===== src/logic/static_mem_wait_pkg.sv =====
// constants and carrier types for the static memory wait-extension block
package static_mem_wait_pkg;

  // =====================================================================
  // wait-state field and extension queue
  localparam int unsigned WS_W            = 3;
  localparam logic [2:0]  WS_ZERO         = 3'h0;
  localparam logic [2:0]  WS_FOUR         = 3'h4;
  localparam logic [4:0]  COUNTDOWN_TWO   = 5'h02;
  localparam int unsigned EXT_W           = 6;
  localparam logic [5:0]  EXT_MAX         = 6'h3F;

  // =====================================================================
  // strobe release after wait deassertion, bus clocks (max allowed)
  localparam int unsigned CS_RELEASE_MAX  = 4;
  localparam int unsigned OE_RELEASE_MAX  = 4;
  localparam int unsigned WE_RELEASE_MAX  = 3;

  // =====================================================================
  // reset values
  localparam logic [4:0]  COUNT_RST       = 5'h00;
  localparam logic [5:0]  EXT_RST         = 6'h00;

  typedef enum logic [3:0]
  {
    ST_IDLE  = 4'h1,
    ST_COUNT = 4'h2,
    ST_WAIT  = 4'h4,
    ST_DRAIN = 4'h8
  } state_t;

  // request from the bus side
  typedef struct packed
  {
    logic            valid;
    logic            write;
    logic [WS_W-1:0] wait_state_count;
  } access_req_t;

  // memory strobes, active low
  typedef struct packed
  {
    logic bank_select_n;
    logic read_strobe_n;
    logic write_strobe_n;
  } mem_strobe_t;

  typedef struct packed
  {
    state_t           state;
    logic [4:0]       count;
    logic [EXT_W-1:0] ext;
    logic             write;
    logic             wait_meta;
    logic             wait_sync;
    logic             done;
    mem_strobe_t      strobe;
  } ctrl_state_t;

endpackage


===== src/logic/static_mem_wait_extension.sv =====
// static memory access sequencer with wait states and external wait input
`timescale 1ns/10ps

module static_mem_wait_extension
  import static_mem_wait_pkg::*;
(
  // clock and reset
  input  wire logic                              clk,
  input  wire logic                              resetn,
  // access request
  input  wire static_mem_wait_pkg::access_req_t  req,
  output logic                                   req_ready,
  output logic                                   access_done,
  // arbitration toward dynamic memory
  output logic                                   static_busy,
  // memory pins
  input  wire logic                              ext_wait_n,
  output static_mem_wait_pkg::mem_strobe_t       strobe
);

  import static_mem_wait_pkg::*;

  ctrl_state_t s_q;
  ctrl_state_t s_d;

  // =====================================================================
  // timing notes
  // one access at a time; a request is taken only in idle
  // wait-low samples are queued from two cycles left onward
  // a wait line held low stalls the access with no upper bound,
  // so dynamic refresh stays blocked behind static_busy meanwhile
  // the synchroniser costs two clocks after the pin edge, which is
  // why a release in the wait state finishes with no drain cycle
  // queue saturates instead of wrapping on a stuck wait line

  // =====================================================================
  // decode helpers

  // strobes driven while an access is in flight
  function automatic mem_strobe_t start_strobes(input logic is_write);
    mem_strobe_t s;
    s.bank_select_n  = 1'b0;
    s.read_strobe_n  = is_write;
    s.write_strobe_n = ~is_write;
    return s;
  endfunction

  // all strobes released
  function automatic mem_strobe_t idle_strobes();
    mem_strobe_t s;
    s.bank_select_n  = 1'b1;
    s.read_strobe_n  = 1'b1;
    s.write_strobe_n = 1'b1;
    return s;
  endfunction

  // synchronised wait line is active low
  function automatic logic wait_asserted(input logic sync);
    return ~sync;
  endfunction

  // samples before two cycles remain change nothing
  function automatic logic in_queue_window(input logic [4:0] count);
    return (count <= COUNTDOWN_TWO);
  endfunction

  // push one extension cycle, held at the top
  function automatic logic [EXT_W-1:0] queue_push(input logic [EXT_W-1:0] ext);
    logic [EXT_W-1:0] n;
    n = ext;
    if (ext != EXT_MAX)
    begin
      n = ext + 6'h01;
    end
    return n;
  endfunction

  // pop one extension cycle, held at empty
  function automatic logic [EXT_W-1:0] queue_pop(input logic [EXT_W-1:0] ext);
    logic [EXT_W-1:0] n;
    n = ext;
    if (ext != EXT_RST)
    begin
      n = ext - 6'h01;
    end
    return n;
  endfunction

  // idle decode, shared by ready and busy
  function automatic logic in_idle(input state_t st);
    return (st == ST_IDLE);
  endfunction

  // =====================================================================
  // next state
  always_comb
  begin
    s_d      = s_q;
    s_d.done = 1'b0;
    s_d.wait_meta = ext_wait_n;
    s_d.wait_sync = s_q.wait_meta;
    case (s_q.state)
      ST_IDLE:
      begin
        if (req.valid)
        begin
          s_d.count                = {2'b00, req.wait_state_count};
          s_d.ext                  = EXT_RST;
          s_d.write                = req.write;
          s_d.strobe               = start_strobes(req.write);
          s_d.state                = ST_COUNT;
        end
      end
      ST_COUNT:
      begin
        if (wait_asserted(s_q.wait_sync) && in_queue_window(s_q.count))
        begin
          s_d.ext = queue_push(s_q.ext);
        end
        if (s_q.count != COUNT_RST)
        begin
          s_d.count = s_q.count - 5'h01;
        end
        else if (wait_asserted(s_q.wait_sync))
        begin
          s_d.state = ST_WAIT;
        end
        else
        begin
          s_d.state = ST_DRAIN;
        end
      end
      ST_WAIT:
      begin
        s_d.ext = queue_pop(s_q.ext);
        if (!wait_asserted(s_q.wait_sync))
        begin
          // no drain cycle: write strobe within three clocks
          s_d.ext    = EXT_RST;
          s_d.strobe = idle_strobes();
          s_d.done   = 1'b1;
          s_d.state  = ST_IDLE;
        end
      end
      ST_DRAIN:
      begin
        if (s_q.ext != EXT_RST)
        begin
          s_d.ext = queue_pop(s_q.ext);
        end
        else
        begin
          s_d.strobe = idle_strobes();
          s_d.done   = 1'b1;
          s_d.state  = ST_IDLE;
        end
      end
      default:
      begin
        s_d.state  = ST_IDLE;
        s_d.strobe = idle_strobes();
      end
    endcase
  end

  // =====================================================================
  // state register
  always_ff @(posedge clk or negedge resetn)
  begin
    if (!resetn)
    begin
      s_q.state     <= ST_IDLE;
      s_q.count     <= COUNT_RST;
      s_q.ext       <= EXT_RST;
      s_q.write     <= 1'b0;
      s_q.wait_meta <= 1'b1;
      s_q.wait_sync <= 1'b1;
      s_q.done      <= 1'b0;
      s_q.strobe    <= '1;
    end
    else
    begin
      s_q <= s_d;
    end
  end

  // =====================================================================
  // outputs
  // ready is combinational so a request may ride the same cycle as done
  assign req_ready   = in_idle(s_q.state);
  // one-cycle pulse, same edge as the strobe release
  assign access_done = s_q.done;
  // blocks dynamic accesses
  // dynamic side must hold off while this is high
  assign static_busy = ~in_idle(s_q.state);
  assign strobe      = s_q.strobe;

endmodule


===== config.mk =====
export PLATFORM = sky130hd
export DESIGN_NAME = static_mem_wait_extension
export DESIGN_NICKNAME = d
export VERILOG_FILES = /design/src/logic/static_mem_wait_pkg.sv /design/src/logic/static_mem_wait_extension.sv
export SDC_FILE = /design/constraint.sdc
export NUM_CORES = 1
export LEC_CHECK = 0
export BUFFER_PORTS_ARGS = -buffer_cell sky130_fd_sc_hd__buf_2
export CORE_ASPECT_RATIO = 0.8
export CORE_UTILIZATION = 24
export CTS_BUF_LIST = sky130_fd_sc_hd__clkbuf_16
export CTS_CLUSTER_DIAMETER = 50
export DETAILED_ROUTE_END_ITERATION = 12
export GPL_ROUTABILITY_DRIVEN = 0
export PLACE_DENSITY = 0.43
export SYNTH_ARGS = -nofsm -noshare
export SYNTH_HDL_FRONTEND = slang
export SYNTH_SLANG_ARGS = --single-unit

===== constraint.sdc =====
create_clock -name clk -period 4.9 [get_ports clk]
set_input_delay 0.735 -clock clk [delete_from_list [all_inputs] [get_ports clk]]
set_output_delay 0.735 -clock clk [all_outputs]
set_load 0.05 [all_outputs]

==> results of run 1 <==
## state kept, by name, indices dropped and copies added (netlist names)
signal and count:
strobe 3, access_done 1, s_q 16, s_d 1
## power groups by stage
stage | logic (W) | clock network, W | registers, W
after floorplan | 0.000395 | 0 | 0.000257
after global placement | 0.000426 | 0 | 0.000288
after detailed placement | 0.000427 | 0 | 0.000290
after CTS | 0.000429 | 0.000186 | 0.000287
after global routing | 0.000466 | 0.000193 | 0.000296
final | 0.000426 | 0.000178 | 0.000288
## stage by stage
stage	power [W]	setup WS (ns)	area [um2]	cells
after floorplan	0.000652	2.76	1460	158
after detailed placement	0.000717	2.70	1540	240
after CTS	0.000902	2.41	1620	244
after global routing	0.000955	2.34	1620	244
final	0.000893	2.42	1620	244
after global placement	0.000713	2.73	1540	240
## cells in the mapped netlist, types with 3 or more instances
| cell | instances |
|---|---|
| sky130_fd_sc_hd__o21ai_2 | 3 |
| sky130_fd_sc_hd__nand3_1 | 4 |
| sky130_fd_sc_hd__nor2_1 | 17 |
| sky130_fd_sc_hd__nand2b_1 | 3 |
| sky130_fd_sc_hd__nor3b_1 | 3 |
| sky130_fd_sc_hd__buf_6 | 5 |
| sky130_fd_sc_hd__ha_1 | 6 |
| sky130_fd_sc_hd__o21ai_0 | 7 |
| sky130_fd_sc_hd__buf_4 | 3 |
| sky130_fd_sc_hd__dfstp_2 | 6 |
| sky130_fd_sc_hd__inv_1 | 9 |
| sky130_fd_sc_hd__o21ai_1 | 4 |
| sky130_fd_sc_hd__a21oi_1 | 8 |
| sky130_fd_sc_hd__nor3_1 | 9 |
| sky130_fd_sc_hd__dfrtp_1 | 15 |
| sky130_fd_sc_hd__nand2_1 | 13 |
## worst max-delay path, delay by kind of cell, from the launching register on
family / cells / cell delay [ns]
buf+inv: 2 / 0.37
flops: 1 / 0.67
simple gates: 2 / 0.45
## area by class of cell
type | count | area (um2) | share of cell area [%]
clock buffers | 3 | 75.1 | 4.65
clock inverters | 1 | 5.00 | 0.310
inverters | 9 | 33.8 | 2.09
multi-input cells | 119 | 806 | 49.9
flip-flops and latches | 21 | 533 | 33.0
well taps | 78 | 97.6 | 6.04
repair buffers | 13 | 65.1 | 4.03
## worst paths after layout
check / from / endpoint / slack (ns) / cells after the start
worst min register to register: s_d[4]$_DFF_PN1_ / s_q[4]$_DFF_PN1_ / 0.36 / 0
worst max register to register: s_q[7]$_DFFE_PN0P_ / s_q[18]$_DFFE_PN1P_ / 2.86 / 7
min in group asynchronous: resetn / s_q[17]$_DFFE_PN0P_ / 0.43 / 1
worst min-delay path: s_d[4]$_DFF_PN1_ / s_q[4]$_DFF_PN1_ / 0.36 / 0
worst max-delay path: s_q[18]$_DFFE_PN1P_ / req_ready / 2.42 / 4
max in group asynchronous: resetn / s_d[4]$_DFF_PN1_ / 4.11 / 1
## layer usage
layer / part of all wire [%] / GRT usage (%) / vias to the layer above
met3: 5.0 / 2.53 / 2
met2: 45 / 15.0 / 32
met4: 0.84 / 3.17 / 0
met1: 50 / 16.0 / 577
met5: 0 / 0 / -
li1: - / - / 585
## cells by family (layout without fill, tap and decap cells)
group | after synthesis | count (layout) | synth area share [%]
fa+ha+maj | 6 | 6 | 5.15
mux | 2 | 2 | 1.46
xor+xnor | 2 | 2 | 1.20
flops | 21 | 21 | 36.6
compound gates | 43 | 43 | 21.8
buf+inv | 18 | 26 | 8.07
simple gates | 66 | 66 | 25.7
==> impl_summary.log, run 1 <==
INFO  metric status = completed
INFO  metric dp_hpwl = around 2300 um
INFO  metric report.final.setup_viol = 0
INFO  metric die_h = 71.7 um
INFO  metric tightest_pin_transition = 0.612 ns
INFO  metric drt_wl_total = approximately 3200 um
INFO  metric max_cap_violations = 0
INFO  metric clock_latency = 0.26 ns
INFO  metric synth_top_area_share = 25.8%
INFO  metric netlist_top_cells_area = sky130_fd_sc_hd__dfrtp_1 26%, sky130_fd_sc_hd__dfstp_2 11%, sky130_fd_sc_hd__ha_1 5.2%
INFO  metric htree_num_levels = 1
INFO  metric final.period_utilization = 50.7%
INFO  metric finish.utilization = 28.6%
INFO  metric crit_path_cell_trace = nand2b_1, or3_4, inv_1, buf_2
INFO  metric ctsHoldBuffers = 0
INFO  metric rsz_0062_raised_after_global_routing = false
INFO  metric worst-endpoint-required = 4.16 ns
INFO  metric layout_commonest_cell = sky130_fd_sc_hd__nor2_1
INFO  metric dr_total_vias = about 1.2k
INFO  metric clk_path_buf_depth = 2
INFO  metric nets = 181
INFO  metric totalNegativeSetupSlack = 0 ns
INFO  metric p_int = 0.000487 W
INFO  metric global_route.usage.total = roughly a tenth
INFO  metric cts.clk_slew.worst_paths = around 0.060 ns
INFO  metric core_region_area = ~0.0056 mm2
INFO  metric grt_antenna_before_repair = 0
INFO  metric powerDensity = 553 mW/mm2
INFO  metric crit_path_end_kind = output port
INFO  metric clk_tree_root_cell = sky130_fd_sc_hd__clkbuf_16
INFO  metric critPathLaunchType = register
INFO  metric route.antenna.remaining_nets = 0
INFO  metric share_of_synthesized_area_occupied_by_flip_flops_and_latches = 36.6%
INFO  metric final_slew_violations = 0
INFO  metric final_hold_violation_count = 0
INFO  metric die-area = 0.00639 mm2
INFO  metric start_util = 25.8%
INFO  metric ys_ff_latch = 21
INFO  metric p_leak = 0.632 nW
INFO  metric postSynth.asyncResetShare = 100%
INFO  metric detail_route.vias_per_cell = 4.90
INFO  metric timing.setup.critical_path_class = reg -> out
INFO  metric syn-mean-instance-area = roughly 9.2 um2
INFO  metric crit_path_max_fanout = 13
INFO  metric synth_top_area_cell = sky130_fd_sc_hd__dfrtp_1
INFO  metric first_iter_violations = 83
INFO  metric antenna-diode-count = 0
INFO  metric fmaxAchievable = 403 MHz
INFO  metric synth_fp_nets = 172
INFO  metric flow.area_growth_from_synthesis = 10.9%
INFO  metric clock_group_share_of_total_power = approximately a fifth
INFO  metric port-buffer-count = 13
INFO  metric whs = 0.357 ns
INFO  metric fillCellCount = between 600 and 700
INFO  metric top_library_cells_by_usage_in_the_layout_fill_and_taps_aside = 17 x sky130_fd_sc_hd__nor2_1, 15 x sky130_fd_sc_hd__dfrtp_1, 13 x sky130_fd_sc_hd__nand2_1, 13 x sky130_fd_sc_hd__buf_2
INFO  metric synth-edff-count = 0
INFO  metric dieWidth = between 80 and 90 um
INFO  metric max_stage_delay = ~0.67 ns
INFO  metric seq_power_share = between 30% and 40%
INFO  metric grt_first_pass_wirelength = 5120 um
INFO  metric critical_path.slowest_cell = sky130_fd_sc_hd__dfstp_2
INFO  metric cts_tree = yes
INFO  metric post-route-drc-count = 0
INFO  metric rows = 24
INFO  metric netSwitchingPower = 0.000406 W
INFO  metric cts_post_setup_buffers_inserted = 0
INFO  metric final_layout_size_suffix_gt1_share = 22.9%
INFO  metric synth_warnings = 0
INFO  metric synth_top_flop_cell = sky130_fd_sc_hd__dfrtp_1
INFO  metric drt-pass1-iter-count = 5
INFO  metric first_global_vias = 1019
INFO  metric cp.arrival = 1.75 ns
INFO  metric synth_cells = 158
INFO  metric combinationalPowerShare = roughly 48%
INFO  metric route.detailed.wl_per_inst = 13.1 um
INFO  metric cts_inserted_buffers = 3
INFO  metric synthDistinctLibCells = 54
INFO  metric cts_repair_resize_count = 0
INFO  metric clock_skew = 0.00488 ns
INFO  metric kind_of_path_behind_the_tightest_hold_check = reg -> reg
INFO  metric global_route.overflow_total = 0
INFO  metric mappedNetlistArea = 0.00146 mm2
INFO  metric clock_sink_count = 21
INFO  metric ir_worst_vdd = ~0.24 mV
INFO  metric design.portCount = 14
INFO  metric period_minus_slack = 2.48 ns
INFO  metric slew_headroom = around three fifths
INFO  metric grt_start_max_net_pins = 22
INFO  metric p_sw_share = 45.4%
Note: power is estimated with default switching activity, not from simulation.
==> run 2: changes to the inputs <==
Settings changed: ABC_AREA set to 1, PLACE_DENSITY 0.43 to 0.44.
Clock period 4.9 ns to 2.12 ns, I/O delays scaled along.
==> run 2 against run 1 <==
  * Critical path depth stayed put
  * Final cell count up 14%
  * Non-clock buffer count up 1
  * Highest routed layer unchanged
==> impl_summary.log, run 2 <==
INFO  metric status = completed
INFO  metric die_h = 71.8 um (+0.21%)
INFO  metric final_hold_violation_count = 0 (unchanged)
INFO  metric die-area = 0.00641 mm2 (+0.42%)
INFO  metric critical_path.top_delay_family = flip-flops
INFO  metric synth_top_flop_cell = sky130_fd_sc_hd__dfrtp_1
INFO  metric final_slew_violations = 0 (unchanged)
INFO  metric route.antenna.remaining_nets = 0 (unchanged)
INFO  metric clock_latency = 0.25 ns (about the same)
INFO  metric regMostFlops = s_q
INFO  metric r2r_slack = 0.47 ns (-2.39 ns)
INFO  metric post-route-drc-count = 0 (unchanged)
INFO  metric seq_power_share = 28.0% (-4.3 points)
INFO  metric dieWidth = 89.3 um (+0.21%)
INFO  metric clk_tree_root_cell = sky130_fd_sc_hd__clkbuf_16
INFO  metric worst-endpoint-required = 1.80 ns (-2.36 ns)
INFO  metric cts.clk_slew.worst_paths = 0.06 ns (about the same)
INFO  metric first_iter_violations = 77 (-7.2%)
INFO  metric rows = 25 (+4.2%)
INFO  metric synth_fp_nets = 199 (+16%)
INFO  metric p_sw_share = 49.4% (+3.9 points)
INFO  metric share_of_synthesized_area_occupied_by_flip_flops_and_latches = 36.4% (-0.16 points)
INFO  metric grt_antenna_before_repair = 0 (unchanged)
INFO  metric critPathLaunchType = register
INFO  metric critical_register_to_register_path_startpoint = s_q[7]$_DFFE_PN0P_
INFO  metric synth_cells = 185 (+17%)
INFO  metric fillCellCount = 664 (+7.3%)
INFO  metric cts_post_setup_buffers_inserted = 0 (unchanged)
INFO  metric report.final.setup_viol = 0 (unchanged)
INFO  metric kind_of_path_behind_the_tightest_hold_check = in -> async
INFO  metric fmaxAchievable = 592 MHz
INFO  metric critPathBufInv = 2 (unchanged)
INFO  metric slew_headroom = 67.4% (+8.7 points)
INFO  metric cts_repair_resize_count = 0 (unchanged)
INFO  metric crit_path_max_fanout = 4 (-9)
INFO  metric netSwitchingPower = 0.00115 W (+180%)
INFO  metric totalPowerFinal = 0.00234 W (+160%)
INFO  metric crit_path_end_kind = output port
INFO  metric flow.area_growth_from_synthesis = 14.3%
INFO  metric final_layout_size_suffix_gt1_share = 26.4% (+3.5 points)
INFO  metric antenna-diode-count = 0 (unchanged)
INFO  metric netlist_top_cells_area = sky130_fd_sc_hd__dfrtp_1 26%, sky130_fd_sc_hd__nand2_1 12%, sky130_fd_sc_hd__dfstp_2 11%
INFO  metric synthDistinctLibCells = 31 (-43%)
INFO  metric core_region_area = 0.00588 mm2 (+4.2%)
INFO  metric totalNegativeSetupSlack = 0 ns (unchanged)
INFO  metric grt_first_pass_wirelength = 5220 um (+2.0%)
INFO  metric ys_ff_latch = 21 (unchanged)
INFO  metric dp_hpwl = 2270 um (-1.1%)
INFO  metric drt-pass1-iter-count = 4 (-1)
INFO  metric grt_start_max_net_pins = 22 (unchanged)
INFO  metric mappedNetlistArea = 0.00146 mm2 (+0.43%)
INFO  metric final.period_utilization = between 70% and 80%
INFO  metric period_minus_slack = 1.69 ns
INFO  metric rsz_0062_raised_after_global_routing = false
INFO  metric clock_sink_count = 21 (unchanged)
INFO  metric ir_worst_vdd = 0.358 mV (+50%)
INFO  metric powerDensity = 1400 mW/mm2 (+150%)
INFO  metric tightest_pin_transition = 0.490 ns (-0.122 ns)
INFO  metric critical_path.slowest_cell = sky130_fd_sc_hd__dfrtp_1
INFO  metric r2r_end = strobe[0]$_DFFE_PN1P_
INFO  metric clock_group_share_of_total_power = 16.9% (-3.1 points)
INFO  metric largest_registers = s_q x16, strobe x3
INFO  metric htree_num_levels = 1 (unchanged)
INFO  metric global_route.usage.total = 10.7% (-0.014 points)
INFO  metric synth_warnings = 0 (unchanged)
INFO  metric start_util = 24.9% (-0.93 points)
INFO  metric global_route.overflow_total = 0 (unchanged)
INFO  metric combinationalPowerShare = 55.1% (+7.4 points)
INFO  metric crit_path_cell_trace = nor2_2, nand3_2, clkinv_2, buf_2
INFO  metric synth_top_area_cell = sky130_fd_sc_hd__dfrtp_1
INFO  metric detail_route.vias_per_cell = 4.12 (-16%)
INFO  metric route.detailed.wl_per_inst = 10.8 um (-18%)
INFO  metric synth.most_common_cell = sky130_fd_sc_hd__nand2_1
INFO  metric port-buffer-count = 13 (unchanged)
INFO  metric syn-mean-instance-area = 7.91 um2 (-14%)
INFO  metric clock_skew = 0.00145 ns (-0.00343 ns)
INFO  metric p_leak = 0.843 nW (+33%)
INFO  metric yosys-top-cells-count = 46 x sky130_fd_sc_hd__nand2_1, 21 x sky130_fd_sc_hd__inv_1, 18 x sky130_fd_sc_hd__nand3_1
INFO  metric ctsHoldBuffers = 0 (unchanged)
INFO  metric synth_top_area_share = 25.7% (-0.11 points)
INFO  metric max_ffs_per_register = 16 (unchanged)
INFO  metric drt_wl_total = 3000 um (-6.5%)
INFO  metric max_stage_delay = 0.42 ns (-0.25 ns)
INFO  metric synth-edff-count = 0 (unchanged)
INFO  metric cts_inserted_buffers = 3 (unchanged)
INFO  metric cts_tree = yes
INFO  metric p_int = 0.00118 W (+140%)
INFO  metric layout_commonest_cell = sky130_fd_sc_hd__nand2_1
INFO  metric clk_path_buf_depth = 2 (unchanged)
INFO  metric cp.arrival = 1.37 ns (-0.38 ns)
INFO  metric dr_total_vias = 1146 (-4.2%)
INFO  metric postSynth.asyncResetShare = 100% (unchanged)
INFO  metric top_library_cells_by_usage_in_the_layout_fill_and_taps_aside = 46 x sky130_fd_sc_hd__nand2_1, 22 x sky130_fd_sc_hd__inv_1, 18 x sky130_fd_sc_hd__nand3_1, 15 x sky130_fd_sc_hd__dfrtp_1, 13 x sky130_fd_sc_hd__buf_2
INFO  metric worst_r2r_path_depth = 10 (+3)
INFO  metric first_global_vias = 1073 (+5.3%)
INFO  metric design.portCount = 14 (unchanged)
INFO  metric timing.setup.critical_path_class = reg -> out
INFO  metric max_cap_violations = 0 (unchanged)
INFO  metric nets = 212 (+17%)
## run 2: cell count changes after synthesis, moves of 4 or more
| cell | previous run | this run |
|---|---|---|
| sky130_fd_sc_hd__a21oi_1 | 8 | 3 |
| sky130_fd_sc_hd__buf_6 | 5 | 1 |
| sky130_fd_sc_hd__inv_1 | 9 | 21 |
| sky130_fd_sc_hd__nand2_1 | 13 | 46 |
| sky130_fd_sc_hd__nand2_4 | 0 | 5 |
| sky130_fd_sc_hd__nand3_1 | 4 | 18 |
| sky130_fd_sc_hd__nand3_2 | 0 | 7 |
| sky130_fd_sc_hd__nor2_1 | 17 | 9 |
| sky130_fd_sc_hd__nor3_1 | 9 | 1 |
| sky130_fd_sc_hd__o21ai_0 | 7 | 12 |
## run 2: cells by family after synthesis
kind of cell	Yosys count	synth area share, %
simple gates	101	37.0
buf+inv	29	9.32
xor+xnor	5	2.99
compound gates	23	9.15
flops	21	36.4
fa+ha+maj	6	5.13
## run 2: how the worst max path moves through the flow
stage | from | depth (start not counted) | slack (ns) | end
2_1_floorplan | s_q[21]$_DFFE_PN0P_ | 8 | 0.47 | s_q[16]$_DFFE_PN0P_
3_3_place_gp | s_q[7]$_DFFE_PN0P_ | 10 | 0.56 | strobe[1]$_DFFE_PN1P_
3_5_place_dp | s_q[7]$_DFFE_PN0P_ | 10 | 0.48 | strobe[0]$_DFFE_PN1P_
4_1_cts | s_q[21]$_DFFE_PN0P_ | 4 | 0.43 | req_ready
5_1_grt | s_q[7]$_DFFE_PN0P_ | 10 | 0.24 | strobe[1]$_DFFE_PN1P_
6_report | s_q[21]$_DFFE_PN0P_ | 4 | 0.43 | req_ready
## run 2: metrics by stage
stage	setup slack, ns	utilization [%]	instances	cell area (um2)	hold WS, ns
2_1_floorplan	0.474	-	185	1460	0.0224
3_3_place_gp	0.565	27.1	274	1590	0.325
3_5_place_dp	0.482	27.1	274	1590	0.326
4_1_cts	0.426	28.4	278	1670	0.0533
5_1_grt	0.245	28.4	278	1670	0.0779
6_report	0.431	28.4	278	1670	0.0236
## run 2: layout make-up
type                       count  area, um2  area share, %
clock inverter                 1       3.75          0.225
tap                           81        101           6.06
inverter                      23       92.6           5.54
clock buffer                   3       75.1           4.49
timing repair buffer          14       72.6           4.34
multi-input combinational    135        793           47.5
sequential                    21        533           31.9
## run 2: worst reg2reg max path: stages (launching register included)
cell                      delay (ns)
sky130_fd_sc_hd__dfrtp_1        0.40
sky130_fd_sc_hd__inv_1          0.15
sky130_fd_sc_hd__ha_1           0.16
sky130_fd_sc_hd__inv_1          0.03
sky130_fd_sc_hd__nor2_1         0.13
sky130_fd_sc_hd__nand3_2        0.17
sky130_fd_sc_hd__nand2_2        0.13
sky130_fd_sc_hd__nand2_1        0.06
sky130_fd_sc_hd__nor2_2         0.14
sky130_fd_sc_hd__nand3_2        0.13
sky130_fd_sc_hd__nand3_1        0.10
## run 2: power by group through the flow
stage	registers [W]	logic, W	clock network, W
3_3_place_gp	0.000665	0.00130	0
3_5_place_dp	0.000663	0.00130	0
6_report	0.000655	0.00129	0.000394
5_1_grt	0.000677	0.00144	0.000423
4_1_cts	0.000656	0.00130	0.000411
2_1_floorplan	0.000645	0.00109	0
## run 2: layer usage
layer  track usage (%)  up-vias  wire length (um)
li1                  -      616                 -
met1              16.2      512              1640
met3              2.07        2                86
met5                 0        -                 0
met2              15.0       16              1240
met4              3.17        0                34
